==> config.mk <==
export PLATFORM = sky130hd
export DESIGN_NAME = lmsc_top
export DESIGN_NICKNAME = d
export VERILOG_FILES = /design/src/lmsc_pkg.sv /design/src/lmsc_fifo.sv /design/src/lmsc_top.sv
export VERILOG_INCLUDE_DIRS = /design/src /design/src/src
export SDC_FILE = /design/constraint.sdc
export NUM_CORES = 1
export LEC_CHECK = 0
export ABC_AREA = 1
export BUFFER_PORTS_ARGS = -buffer_cell sky130_fd_sc_hd__buf_2
export CORE_ASPECT_RATIO = 0.5
export CORE_UTILIZATION = 28
export CTS_CLUSTER_DIAMETER = 120
export DETAILED_ROUTE_END_ITERATION = 8
export PLACE_DENSITY_LB_ADDON = 0.15
export SLEW_MARGIN = 5
export SYNTH_ARGS = -nofsm -noshare
export SYNTH_HDL_FRONTEND = slang
export SYNTH_SLANG_ARGS = --single-unit
==> constraint.sdc <==
create_clock -name mclk_i -period 2.5 [get_ports mclk_i]
set_clock_uncertainty 0.15 [all_clocks]
set_input_delay 0.25 -clock mclk_i [delete_from_list [all_inputs] [get_ports mclk_i]]
set_output_delay 0.25 -clock mclk_i [all_outputs]
set_load 0.01 [all_outputs]
==> src/lmsc_defines.svh <==
// Named constants for the LED matrix serial controller.
`ifndef LMSC_DEFINES_SVH
`define LMSC_DEFINES_SVH

// Command opcodes held in the top two bits of a command byte.
`define LMSC_OP_DMODE    2'h0
`define LMSC_OP_DATA     2'h1
`define LMSC_OP_CTRL     2'h2
`define LMSC_OP_ADDR     2'h3

// Data setting command: write or key read selection.
`define LMSC_RW_WRITE    2'h0
`define LMSC_RW_READ     2'h2

// Display mode codes and the grid count of each mode.
`define LMSC_MODE_8X4    2'h0
`define LMSC_MODE_7X5    2'h1
`define LMSC_GRIDS_8X4   3'h4
`define LMSC_GRIDS_7X5   3'h5

// Display RAM addressing.
`define LMSC_ADDR_LIMIT  4'hA
`define LMSC_AUTO_MAX    4'hE
`define LMSC_SHARED_BIT  5

// Serial byte framing and key byte layout.
`define LMSC_BIT_LAST    3'h7
`define LMSC_KEY_BIT_A   3'h0
`define LMSC_KEY_BIT_B   3'h3
`define LMSC_KEY_COUNT   3'h7

// Scan timing: sixteen duty steps per grid slot.
`define LMSC_SUB_LAST    4'hF
`define LMSC_QUARTER_END 2'h3
`define LMSC_MCLK_KHZ    100000
`define LMSC_OSC_KHZ     500

// Grid on-time in sixteenths for each dimming code.
`define LMSC_DUTY0       5'h01
`define LMSC_DUTY1       5'h02
`define LMSC_DUTY2       5'h04
`define LMSC_DUTY3       5'h0A
`define LMSC_DUTY4       5'h0B
`define LMSC_DUTY5       5'h0C
`define LMSC_DUTY6       5'h0D
`define LMSC_DUTY7       5'h0E

`endif

==> src/lmsc_pkg.sv <==
// Types shared by the LED matrix serial controller.
package lmsc_pkg;

	// Serial receiver states.
	typedef enum logic [1:0] {
		LMSC_RX_IDLE = 2'b00,
		LMSC_RX_CMD  = 2'b01,
		LMSC_RX_DATA = 2'b10,
		LMSC_RX_READ = 2'b11
	} lmsc_rx_e;

	typedef logic [7:0] lmsc_byte_t;
	typedef logic [6:0] lmsc_seg_t;
	typedef logic [3:0] lmsc_grid_t;

endpackage

==> src/lmsc_fifo.sv <==
// Small synchronous FIFO that carries received bytes to the command decoder.
`timescale 1ns/10ps
module lmsc_fifo #(
	parameter int W     = 9,
	parameter int DEPTH = 8
) (
	input  logic         mclk_i,
	input  logic         rst_i,
	input  logic         in_valid_i,
	output logic         in_ready_o,
	input  logic [W-1:0] in_data_i,
	output logic         out_valid_o,
	input  logic         out_ready_i,
	output logic [W-1:0] out_data_o
);
	localparam int AW = $clog2(DEPTH);

	// Pointers carry one extra bit so full and empty stay distinct.
	typedef struct packed {
		logic [DEPTH-1:0][W-1:0] mem;
		logic [AW:0]             wp;
		logic [AW:0]             rp;
	} lmsc_fifo_s;

	lmsc_fifo_s r;
	lmsc_fifo_s n;
	logic       full;
	logic       empty;

	// The pointer arithmetic only works for a power-of-two depth.
	if (DEPTH < 2 || (DEPTH & (DEPTH - 1)) != 0) begin : g_bad_depth
		$error("lmsc_fifo depth must be a power of two of at least two");
	end

	// Status and read data come straight from the registered state.
	assign full        = (r.wp[AW] != r.rp[AW]) && (r.wp[AW-1:0] == r.rp[AW-1:0]);
	assign empty       = (r.wp == r.rp);
	assign in_ready_o  = ~full;
	assign out_valid_o = ~empty;
	assign out_data_o  = r.mem[r.rp[AW-1:0]];

	// Next state: write on an accepted push, advance on an accepted pop.
	always_comb begin
		n = r;
		if (in_valid_i && !full) begin
			n.mem[r.wp[AW-1:0]] = in_data_i;
			n.wp                = r.wp + 1'b1;
		end
		if (out_ready_i && !empty) begin
			n.rp = r.rp + 1'b1;
		end
	end

	always_ff @(posedge mclk_i) begin
		if (rst_i) begin
			r <= '0;
		end else begin
			r <= n;
		end
	end
endmodule

==> src/lmsc_top.sv <==
// LED matrix serial controller: serial command link, display scan and key scan.
`timescale 1ns/10ps
`include "lmsc_defines.svh"
module lmsc_top #(
	parameter int OSC_DIV    = `LMSC_MCLK_KHZ / `LMSC_OSC_KHZ,
	parameter int FIFO_DEPTH = 8
) (
	input  logic               mclk_i,
	input  logic               rst_i,
	input  logic               shift_clock_i,
	input  logic               frame_strobe_i,
	input  logic               serial_data_i,
	output logic               serial_data_o,
	output logic               serial_data_oe_n_o,
	input  logic               key_return_input_i,
	output lmsc_pkg::lmsc_seg_t  segment_key_source_o,
	output logic               shared_segment_grid_o,
	output lmsc_pkg::lmsc_grid_t grid_outputs_o,
	output logic               display_on_o,
	output logic               test_mode_o,
	output lmsc_pkg::lmsc_seg_t  key_state_o
);
	import lmsc_pkg::*;

	localparam int DIV_W = (OSC_DIV > 2) ? $clog2(OSC_DIV) : 1;
	localparam logic [DIV_W-1:0] DIV_LAST = DIV_W'(OSC_DIV - 1);

	// The scan needs at least two clocks per oscillator step.
	if (OSC_DIV < 2) begin : g_bad_div
		$error("lmsc_top OSC_DIV must be at least two");
	end

	// Every piece of state of the controller.
	typedef struct packed {
		logic              sclk_s1;
		logic              sclk_s2;
		logic              sclk_d;
		logic              stb_s1;
		logic              stb_s2;
		logic              stb_d;
		logic              din_s1;
		logic              din_s2;
		logic              key_s1;
		logic              key_s2;
		lmsc_rx_e          rx_state;
		logic [7:0]        rx_sh;
		logic [2:0]        rx_cnt;
		logic              rx_first;
		logic              push_v;
		logic [8:0]        push_d;
		logic              tx_started;
		logic [2:0]        tx_byte;
		logic [2:0]        tx_bit;
		logic              tx_val;
		logic              dio_low;
		logic              busy;
		logic [1:0]        rw_mode;
		logic              fixed;
		logic              test;
		logic [1:0]        disp_mode;
		logic              disp_on;
		logic [2:0]        duty;
		logic [3:0]        addr;
		logic              data_ok;
		logic [3:0]        wr_cnt;
		logic              fixed_done;
		logic [9:0][7:0]   ram;
		logic [6:0]        key_ram;
		logic [DIV_W-1:0]  div;
		logic [3:0]        sub;
		logic [2:0]        slot;
		logic              frame_par;
		logic [6:0]        seg;
		logic              shared;
		logic [3:0]        grid;
	} lmsc_state_s;

	lmsc_state_s r;
	lmsc_state_s n;

	logic       sclk_rise;
	logic       sclk_fall;
	logic       stb_rise;
	logic       stb_fall;
	logic       tick;
	logic       pop;
	logic       f_valid;
	logic       f_in_ready;
	logic [8:0] f_data;
	logic [7:0] pb;
	logic [7:0] rx_byte;
	logic [2:0] grids;
	logic [3:0] dig;
	logic [2:0] kidx;
	logic       lit;
	logic       wr_ok;

	// Grid on-time in sixteenths for a dimming code.
	function automatic logic [4:0] duty_steps(input logic [2:0] code);
		unique case (code)
			3'h0: duty_steps = `LMSC_DUTY0;
			3'h1: duty_steps = `LMSC_DUTY1;
			3'h2: duty_steps = `LMSC_DUTY2;
			3'h3: duty_steps = `LMSC_DUTY3;
			3'h4: duty_steps = `LMSC_DUTY4;
			3'h5: duty_steps = `LMSC_DUTY5;
			3'h6: duty_steps = `LMSC_DUTY6;
			3'h7: duty_steps = `LMSC_DUTY7;
		endcase
	endfunction

	// Key bit for a given read byte and bit; other bits read as released.
	function automatic logic key_bit(input logic [6:0] k, input logic [2:0] byt,
			input logic [2:0] bt);
		logic [3:0] idx;
		idx = {byt, 1'b0};
		key_bit = 1'b1;
		if (bt == `LMSC_KEY_BIT_A || bt == `LMSC_KEY_BIT_B) begin
			idx = {byt, (bt == `LMSC_KEY_BIT_B)};
			if (idx < {1'b0, `LMSC_KEY_COUNT}) begin
				key_bit = k[idx[2:0]];
			end
		end
	endfunction

	// Edge detection looks only at the second and third synchroniser stages.
	assign sclk_rise = r.sclk_s2 & ~r.sclk_d;
	assign sclk_fall = ~r.sclk_s2 & r.sclk_d;
	assign stb_rise  = r.stb_s2 & ~r.stb_d;
	assign stb_fall  = ~r.stb_s2 & r.stb_d;
	assign tick      = (r.div == DIV_LAST);
	assign rx_byte   = {r.din_s2, r.rx_sh[7:1]};

	// The decoder takes one byte every other cycle, far faster than bytes arrive, so the FIFO never fills.
	assign pop   = f_valid & ~r.busy;
	assign pb    = f_data[7:0];
	assign wr_ok = r.data_ok && (r.rw_mode == `LMSC_RW_WRITE) && (r.addr < `LMSC_ADDR_LIMIT)
		&& (r.wr_cnt < `LMSC_AUTO_MAX) && !(r.fixed && r.fixed_done);

	// Scan geometry derived from the mode, the current slot, the duty step and the frame parity.
	assign grids = (r.disp_mode == `LMSC_MODE_7X5) ? `LMSC_GRIDS_7X5 : `LMSC_GRIDS_8X4;
	assign dig   = {r.slot, 1'b0};
	assign kidx  = {r.frame_par, r.sub[3:2]};
	assign lit   = r.disp_on && ({1'b0, r.sub} < duty_steps(r.duty));

	lmsc_fifo #(
		.W     (9),
		.DEPTH (FIFO_DEPTH)
	) u_fifo (
		.mclk_i      (mclk_i),
		.rst_i       (rst_i),
		.in_valid_i  (r.push_v),
		.in_ready_o  (f_in_ready),
		.in_data_i   (r.push_d),
		.out_valid_o (f_valid),
		.out_ready_i (~r.busy),
		.out_data_o  (f_data)
	);

	// Next-state logic for the whole controller.
	always_comb begin
		n = r;
		// Two-stage synchronisers for every pin input.
		n.sclk_s1 = shift_clock_i;
		n.sclk_s2 = r.sclk_s1;
		n.sclk_d  = r.sclk_s2;
		n.stb_s1  = frame_strobe_i;
		n.stb_s2  = r.stb_s1;
		n.stb_d   = r.stb_s2;
		n.din_s1  = serial_data_i;
		n.din_s2  = r.din_s1;
		n.key_s1  = key_return_input_i;
		n.key_s2  = r.key_s1;

		// A pending byte waits here while the FIFO is full.
		if (f_in_ready) begin
			n.push_v = 1'b0;
		end

		// Serial receiver and key data transmitter.
		if (r.stb_s2) begin
			n.rx_state   = LMSC_RX_IDLE;
			n.rx_cnt     = 3'h0;
			n.tx_started = 1'b0;
		end else if (stb_fall) begin
			n.rx_state = LMSC_RX_CMD;
			n.rx_cnt   = 3'h0;
			n.rx_first = 1'b1;
		end else begin
			unique case (r.rx_state)
				LMSC_RX_IDLE: begin
				end
				LMSC_RX_CMD, LMSC_RX_DATA: begin
					if (sclk_rise) begin
						n.rx_sh  = rx_byte;
						n.rx_cnt = r.rx_cnt + 3'h1;
						if (r.rx_cnt == `LMSC_BIT_LAST) begin
							n.push_v   = 1'b1;
							n.push_d   = {r.rx_first, rx_byte};
							n.rx_first = 1'b0;
							n.rx_state = LMSC_RX_DATA;
							// A key read turns the link round at once; the host's wait covers
							// the decoder's latency.
							if (r.rx_first && rx_byte[7:6] == `LMSC_OP_DATA
									&& rx_byte[1:0] == `LMSC_RW_READ) begin
								n.rx_state   = LMSC_RX_READ;
								n.tx_started = 1'b0;
							end
						end
					end
				end
				LMSC_RX_READ: begin
					if (sclk_fall) begin
						if (!r.tx_started) begin
							n.tx_started = 1'b1;
							n.tx_byte    = 3'h0;
							n.tx_bit     = 3'h0;
						end else if (r.tx_bit == `LMSC_BIT_LAST) begin
							n.tx_bit  = 3'h0;
							n.tx_byte = r.tx_byte + 3'h1;
						end else begin
							n.tx_bit = r.tx_bit + 3'h1;
						end
						n.tx_val = key_bit(r.key_ram, n.tx_byte, n.tx_bit);
					end
				end
			endcase
		end
		// Open drain: pull low for a zero, otherwise let the line float.
		n.dio_low = (n.rx_state == LMSC_RX_READ) && n.tx_started && !n.tx_val;

		// Command decoder and display RAM writes.
		n.busy = pop;
		if (pop) begin
			if (f_data[8]) begin
				n.data_ok = 1'b0;
				unique case (pb[7:6])
					`LMSC_OP_DMODE: begin
						if (!pb[1]) begin
							n.disp_mode = pb[1:0];
						end
					end
					`LMSC_OP_DATA: begin
						n.test    = pb[3];
						n.fixed   = pb[2];
						n.rw_mode = pb[1:0];
					end
					`LMSC_OP_CTRL: begin
						n.disp_on = pb[3];
						n.duty    = pb[2:0];
					end
					`LMSC_OP_ADDR: begin
						n.addr       = pb[3:0];
						n.data_ok    = 1'b1;
						n.wr_cnt     = 4'h0;
						n.fixed_done = 1'b0;
					end
				endcase
			end else if (wr_ok) begin
				// An address at or past the limit fails wr_ok and stays stuck.
				n.ram[r.addr]  = pb;
				n.wr_cnt       = r.wr_cnt + 4'h1;
				n.fixed_done   = 1'b1;
				if (!r.fixed) begin
					n.addr = r.addr + 4'h1;
				end
			end
		end

		// Oscillator divider, duty steps, grid slots and frame parity.
		n.div = tick ? '0 : r.div + 1'b1;
		if (tick) begin
			n.sub = r.sub + 4'h1;
			if (r.sub == `LMSC_SUB_LAST) begin
				// A mode change can leave the slot past the key slot, so wrap on >=.
				if (r.slot >= grids) begin
					n.slot      = 3'h0;
					n.frame_par = ~r.frame_par;
				end else begin
					n.slot = r.slot + 3'h1;
				end
			end
			// Key input is latched at the end of each key source quarter.
			if (r.slot == grids && r.sub[1:0] == `LMSC_QUARTER_END && kidx < `LMSC_KEY_COUNT) begin
				n.key_ram[kidx] = r.key_s2;
			end
		end

		// Registered pin outputs for the current slot.
		n.seg    = 7'h00;
		n.shared = 1'b0;
		n.grid   = 4'h0;
		if (r.slot == grids) begin
			if (kidx < `LMSC_KEY_COUNT) begin
				n.seg = 7'h01 << kidx;
			end
		end else if (lit && r.slot < grids) begin
			n.seg = r.ram[dig][6:0];
			if (r.disp_mode == `LMSC_MODE_7X5) begin
				n.shared = (r.slot == `LMSC_GRIDS_8X4);
			end else begin
				n.shared = r.ram[dig + 4'h1][`LMSC_SHARED_BIT];
			end
			if (r.slot < `LMSC_GRIDS_8X4) begin
				n.grid = 4'h1 << r.slot[1:0];
			end
		end
	end

	// All state resets to zero: normal, auto-increment, write, address zero.
	always_ff @(posedge mclk_i) begin
		if (rst_i) begin
			r <= '0;
		end else begin
			r <= n;
		end
	end

	// The data line never drives high; only its enable moves.
	assign serial_data_o         = 1'b0;
	assign serial_data_oe_n_o    = ~r.dio_low;
	assign segment_key_source_o  = r.seg;
	assign shared_segment_grid_o = r.shared;
	assign grid_outputs_o        = r.grid;
	assign display_on_o          = r.disp_on;
	assign test_mode_o           = r.test;
	assign key_state_o           = r.key_ram;
endmodule

==> flow_metrics.tcl, run 1 <==
set metrics [dict create \
    hold_path_depth 2 \
    outcome "finished, final reports clean" \
    critPathMostFrequentCell "nand2_1" \
    vias_per_cell 4.66 \
    grt_use_total_pct 14.9 \
    p_sw_share_pct 32.4 \
    die_area_um2 38300 \
    async_flop_share_pct 0 \
    cts_num_sinks 221 \
    drv_cap 0 \
    worst_slew_pin_slew_ns 0.685 \
    wl_per_cell_um 14.4 \
    wirelength_um 28200 \
    drt_iter0_drc 579 \
    maxSlewHeadroom_pct 54.0 \
    final_common_cell "nand2_1" \
    worstHoldEndpoint "n[176]" \
    dr.pass1.iters 5 \
    cts_made_buffers 23 \
    start_kind "flop" \
    antenna_found_initial 0 \
    gp_congestion 0.835 \
    yosysUniqueCellTypes 47 \
    syn_area_um2 10500 \
    report.power.total_w 0.00910 \
    drive_gt1_share_pct 11.3 \
    fin_crit_sh_pct 90.7 \
    period_minus_slack_ns 2.27 \
    port_buffers 27 \
    area_growth_pct 12.3 \
    cts_tree "yes" \
    dp_hpwl_um 19800 \
    clock_path_buffers 3 \
    ir_drop_mv 0.376 \
    syn_area_per_cell_um2 7.24 \
    yosysWarnings 0 \
    final_hold_viol_count 0 \
    fill_cells 3923 \
    p_switching_w 0.00295 \
    drc 0 \
    worst-r2r-cell-count 15 \
    htree_levels 1 \
    critPathKind "flop to flop" \
    seq_area_frac_synth_pct 42.2 \
    synthFlopType "dfxtp_1" \
    row_count 49 \
    synth_seq_cells 221 \
    pwr-share-comb_pct 21.9 \
    core_area_um2 36400 \
    hold_ws_ns 0.253 \
    setup_ws_ns 0.232 \
    max_stage_delay_ns 0.40 \
    dieWidth_um 276 \
    grt_max_degree 72 \
    num_io_pins 29 \
    postCtsSetupBuffers 0 \
    max_freq_mhz 441 \
    cp.required_ns 2.82 \
    crit_chain "inv_6 -> nand2_1 -> nand2_1 -> nor2_2 -> nand2_1 -> nand2_4 -> inv_1 -> nand2_2 -> nor2_2 -> nor2_2 -> nor2_4 -> ha_1 -> inv_1 -> nand3_1 -> nand2_1" \
    die-height_um 139 \
    cp_max_fo 24 \
    start_util_pct 28.8 \
    critPathArrivalTime_ns 2.59 \
    synth.net_count 1477 \
    end_kind "flop" \
    multi_input_area_um2 4920 \
    clkPwrFrac_pct 37.5 \
    maxSlewViolCount 0 \
    power.internal_w 0.00615 \
    pre_cts_ws_ns 0.138 \
    overflow 0 \
    finalNetCount 1484 \
    insertion_delay_ns 0.53 \
    grt_pass1_wl_um 46000 \
    ff2ff_setup_slack_ns 0.23 \
    synth_edf_count 0 \
    cts.clk_slew.worst_paths_ns 0.06 \
    p_leak_nw 4.72 \
    diodes 0 \
    p_seq_share_pct 40.6 \
    detail-route-antenna-nets 0 \
    worstHoldStart "n[177]" \
    mostFrequentLayoutCells "290 x nand2_1, 218 x dfxtp_1, 162 x a21oi_1" \
    timing.rr.start "u_fifo.r[0]" \
    clockRootBuffer "clkbuf_16" \
    setup_viol 0 \
    register_area_um2 4430 \
    vias 9111 \
    post-route-util_pct 32.4 \
    synthCells 1448 \
    power_density_nw_per_um2 772 \
    hold_path.class "flop to flop" \
    crit_slowest_cell "dfxtp_4" \
    first_global_vias 8700 \
]
[cell type report]
| class | count | area share, % |
|---|---|---|
| Multi-Input combinational cell | 990 | 41.7 |
| Clock inverter | 4 | 0.414 |
| Clock buffer | 38 | 5.79 |
| Timing Repair Buffer | 74 | 4.61 |
| Tap cell | 484 | 5.14 |
| Sequential cell | 221 | 37.6 |
| Inverter | 145 | 4.70 |
[cell families after synthesis]
kind of cell             count (synthesis)  synth area share, %
flip-flops                             221                 42.2
AO/OA/AOI/OAI                          323                 16.4
adder cells (fa/ha/maj)                 23                 2.74
other                                    1               0.0357
buffers and inverters                  237                 10.9
AND/OR/NAND/NOR                        640                 27.5
XOR/XNOR                                 3                0.251
[stage by stage]
step / instances / TNS, ns / instance area [um2]
4_1_cts: 1956 / 0 / 11800
3_3_place_gp: 1908 / 0 / 11000
6_report: 1956 / 0 / 11800
2_1_floorplan: 1448 / 0 / 10500
5_1_grt: 1956 / -0.000451 / 11800
3_5_place_dp: 1908 / 0 / 11000
[per-layer routing]
| layer | GRT usage [%] | part of all wire (%) | up-vias |
|---|---|---|---|
| li1 | - | - | 4739 |
| met5 | 0 | 0 | - |
| met4 | 2.66 | 1.3 | 0 |
| met2 | 23.9 | 44 | 99 |
| met1 | 20.9 | 51 | 4242 |
| met3 | 2.72 | 3.6 | 31 |
[cells in the mapped netlist, types with 2 or more instances]
master | instances | share of area, %
buf_1 | 5 | 0.18
ha_1 | 23 | 2.7
nor2_4 | 4 | 0.43
o21ai_1 | 9 | 0.43
nand3_2 | 6 | 0.57
nand2_2 | 15 | 0.89
inv_1 | 138 | 4.9
buf_6 | 14 | 1.5
a21oi_1 | 162 | 7.7
buf_12 | 2 | 0.38
nand2_4 | 11 | 1.2
clkbuf_1 | 32 | 1.1
a31oi_1 | 5 | 0.30
or2_2 | 3 | 0.18
buf_2 | 14 | 0.67
nor2_2 | 5 | 0.30
buf_4 | 25 | 1.8
o21ai_2 | 3 | 0.25
a21oi_2 | 8 | 0.67
xor2_1 | 2 | 0.17
o211ai_1 | 11 | 0.79
inv_2 | 2 | 0.072
nor3_1 | 16 | 0.76
nand4_1 | 20 | 1.2
o21ai_0 | 117 | 5.6
clkinv_1 | 2 | 0.072
inv_4 | 2 | 0.12
nand3b_1 | 2 | 0.14
nor2_1 | 140 | 5.0
nand2_1 | 290 | 10
nand3_1 | 121 | 5.8
o2111ai_1 | 4 | 0.33
dfxtp_1 | 221 | 42
[timing repair]
item,4_1_cts,5_1_grt
endpoints found under the setup margin,0,1
endpoints found under the hold margin,18,0
gates resized for setup,0,3
hold buffers,6,0
[registers in the layout, summed over array words and instances, names as in the netlist, named ones only]
signal                 flops
dig                        3
display_on_o               1
grid_outputs_o             4
key_state_o                7
kidx                       3
n                          6
r                        104
segment_key_source_o       7
shared_segment_grid_o      1
test_mode_o                1
u_fifo.r                  80
[critical path, delay by kind of cell, from the launching register on]
family                     cells  cell delay [ns]
and+or+nand+nor               11             1.00
DFF                            1             0.40
adders and majority gates      1             0.24
buffers and inverters          3             0.42
[how the worst max path moves through the flow]
stage	from	end	slack (ns)
after floorplan	u_fifo.r[0]	flop	0.41
after global routing	u_fifo.r[0]	flop	-0.0005
after global placement	u_fifo.r[1]	flop	0.17
after CTS	u_fifo.r[1]	flop	0.12
after detailed placement	u_fifo.r[1]	flop	0.14
final	u_fifo.r[0]	flop	0.23
[power groups by stage]
stage	clock network, W	registers (W)	logic [W]
final	0.00341	0.00369	0.00199
after global routing	0.00366	0.00370	0.00224
after CTS	0.00351	0.00368	0.00199
after detailed placement	0	0.00376	0.00198
after global placement	0	0.00376	0.00196
after floorplan	0	0.00371	0.00145
Note: power is estimated with default switching activity, not from simulation.
==> run 2, diff against run 1 <==
- ABC_CLOCK_PERIOD_IN_PS: unset -> 2500
- CORE_UTILIZATION: 28 -> 60
==> flow_metrics.tcl, run 2 (same netlist as run 1, synthesis figures left out) <==
set metrics [dict create \
    detail-route-antenna-nets 0 \
    first_global_vias 8546 \
    insertion_delay_ns 0.50 \
    crit_slowest_cell "dfxtp_2" \
    max_stage_delay_ns 0.42 \
    outcome "finished, final reports clean" \
    drv_cap 0 \
    drc 0 \
    cts_num_sinks 221 \
    p_leak_nw 4.66 \
    timing.setup.tns_ns 0 \
    die-height_um 95.5 \
    fin_crit_sh_pct 92.5 \
    num_io_pins 29 \
    ir_drop_mv 0.472 \
    cts_made_buffers 20 \
    cts_tree "yes" \
    regMostFlops "r" \
    finalNetCount 1472 \
    max_freq_mhz 432 \
    power_density_nw_per_um2 786 \
    cp_max_fo 12 \
    wirelength_um 24900 \
    cts.clk_slew.worst_paths_ns 0.07 \
    power.internal_w 0.00609 \
    setup_viol 0 \
    mostFrequentLayoutCells "290 x nand2_1, 220 x dfxtp_1, 162 x a21oi_1" \
    die_area_um2 18000 \
    rsz0062_at_grt "no" \
    clock_path_buffers 3 \
    htree_levels 1 \
    row_count 33 \
    grt_use_total_pct 28.2 \
    critPathArrivalTime_ns 2.55 \
    grt_max_degree 71 \
    cp.required_ns 2.73 \
    clkPwrFrac_pct 37.1 \
    dp_hpwl_um 17100 \
    start_util_pct 62.7 \
    critPathKind "flop to flop" \
    grt_pass1_wl_um 41700 \
    timing.rr.start "u_fifo.r[0]" \
    drive_gt1_share_pct 11.1 \
    vias 9415 \
    wl_per_cell_um 14.8 \
    crit_chain "buf_4 -> nand2_1 -> nand3_1 -> nand2_1 -> nand2_1 -> nand2_4 -> nor2_4 -> nand2_2 -> nand2_1 -> nand2_1 -> nand2_1 -> inv_1 -> ha_1 -> inv_1 -> nand3_1 -> nand2_1" \
    core_area_um2 16700 \
    maxSlewViolCount 0 \
    clockRootBuffer "clkbuf_16" \
    antenna_found_initial 0 \
    overflow 0 \
    start_kind "flop" \
    gp_congestion 0.901 \
    reg_top3 "r (104), u_fifo.r (80)" \
    worst_slew_pin_slew_ns 0.733 \
    final_hold_viol_count 0 \
    ff2ff_setup_slack_ns 0.19 \
    worst-r2r-cell-count 16 \
    period_minus_slack_ns 2.31 \
    final_common_cell "nand2_1" \
    fill_cells 1429 \
    setup_ws_ns 0.186 \
    hold_path.class "input pin to flop" \
    area_growth_pct 8.21 \
    p_sw_share_pct 31.7 \
    end_kind "flop" \
    p_switching_w 0.00283 \
    drt_iter0_drc 739 \
    port_buffers 27 \
    critPathMostFrequentCell "nand2_1" \
    largest_reg_flops 104 \
    pre_cts_ws_ns 0.123 \
    cp-startpoint "u_fifo.r[0]" \
    maxSlewHeadroom_pct 50.8 \
    pwr-share-comb_pct 21.8 \
    p_seq_share_pct 41.1 \
    diodes 0 \
    vias_per_cell 5.59 \
    dieWidth_um 189 \
    dr.pass1.iters 5 \
]
## run 2: worst min-delay path by stage
stage	start	endpoint	cells past startpoint
final	rst_i	kidx[2]	4
after global routing	rst_i	kidx[0]	4
after CTS	rst_i	kidx[2]	4
after detailed placement	n[171]	r[171]	2
after global placement	n[177]	n[176]	2
after floorplan	key_return_input_i	n[169]	2
## run 2: cell type report
cell class	count	area, um2	share of cell area [%]
Tap cell	227	284	2.50
Clock buffer	25	571	5.03
Inverter	145	554	4.88
Timing Repair Buffer	65	459	4.05
Multi-Input combinational cell	990	4920	43.3
Clock inverter	11	140	1.23
Sequential cell	221	4430	39.0
## run 2: repair_timing
action	4_1_cts	5_1_grt
gates resized for setup	0	2
endpoints found under the hold margin	4	0
hold buffers	4	0
buffers inserted	0	0
setup endpoints to repair	0	2
## run 2: power groups by stage
stage	sequential, W	clock (W)	combinational [W]
floorplan	0.00371	0	0.00145
global placement	0.00374	0	0.00185
detailed placement	0.00374	0	0.00189
CTS	0.00366	0.00335	0.00191
global route	0.00367	0.00352	0.00215
finish	0.00366	0.00331	0.00194
## run 2: critical path, delay by kind of cell (launching register included)
| kind | cells | cell delay (ns) |
|---|---|---|
| AND/OR/NAND/NOR | 12 | 1.06 |
| buffers and inverters | 3 | 0.30 |
| flip-flops | 1 | 0.42 |
| adder cells (fa/ha/maj) | 1 | 0.27 |
## run 2: layer usage
layer	routed length [um]	vias to the layer above	global-route usage (%)	share of wire (%)
li1	-	4714	-	-
met4	582	0	8.06	2.3
met2	10900	264	46.6	44
met5	0	-	0	0
met1	11900	4387	38.3	48
met3	1520	50	4.53	6.1
## run 2: through the flow
stage	instances	hold slack [ns]	power (W)	util (%)	instance area [um2]
floorplan	1448	0.207	0.00516	-	10500
global placement	1644	0.248	0.00559	63.4	10600
detailed placement	1644	0.248	0.00563	63.4	10600
CTS	1684	0.0708	0.00891	67.8	11300
global route	1684	0.110	0.00934	67.9	11400
finish	1684	0.0834	0.00892	67.9	11400
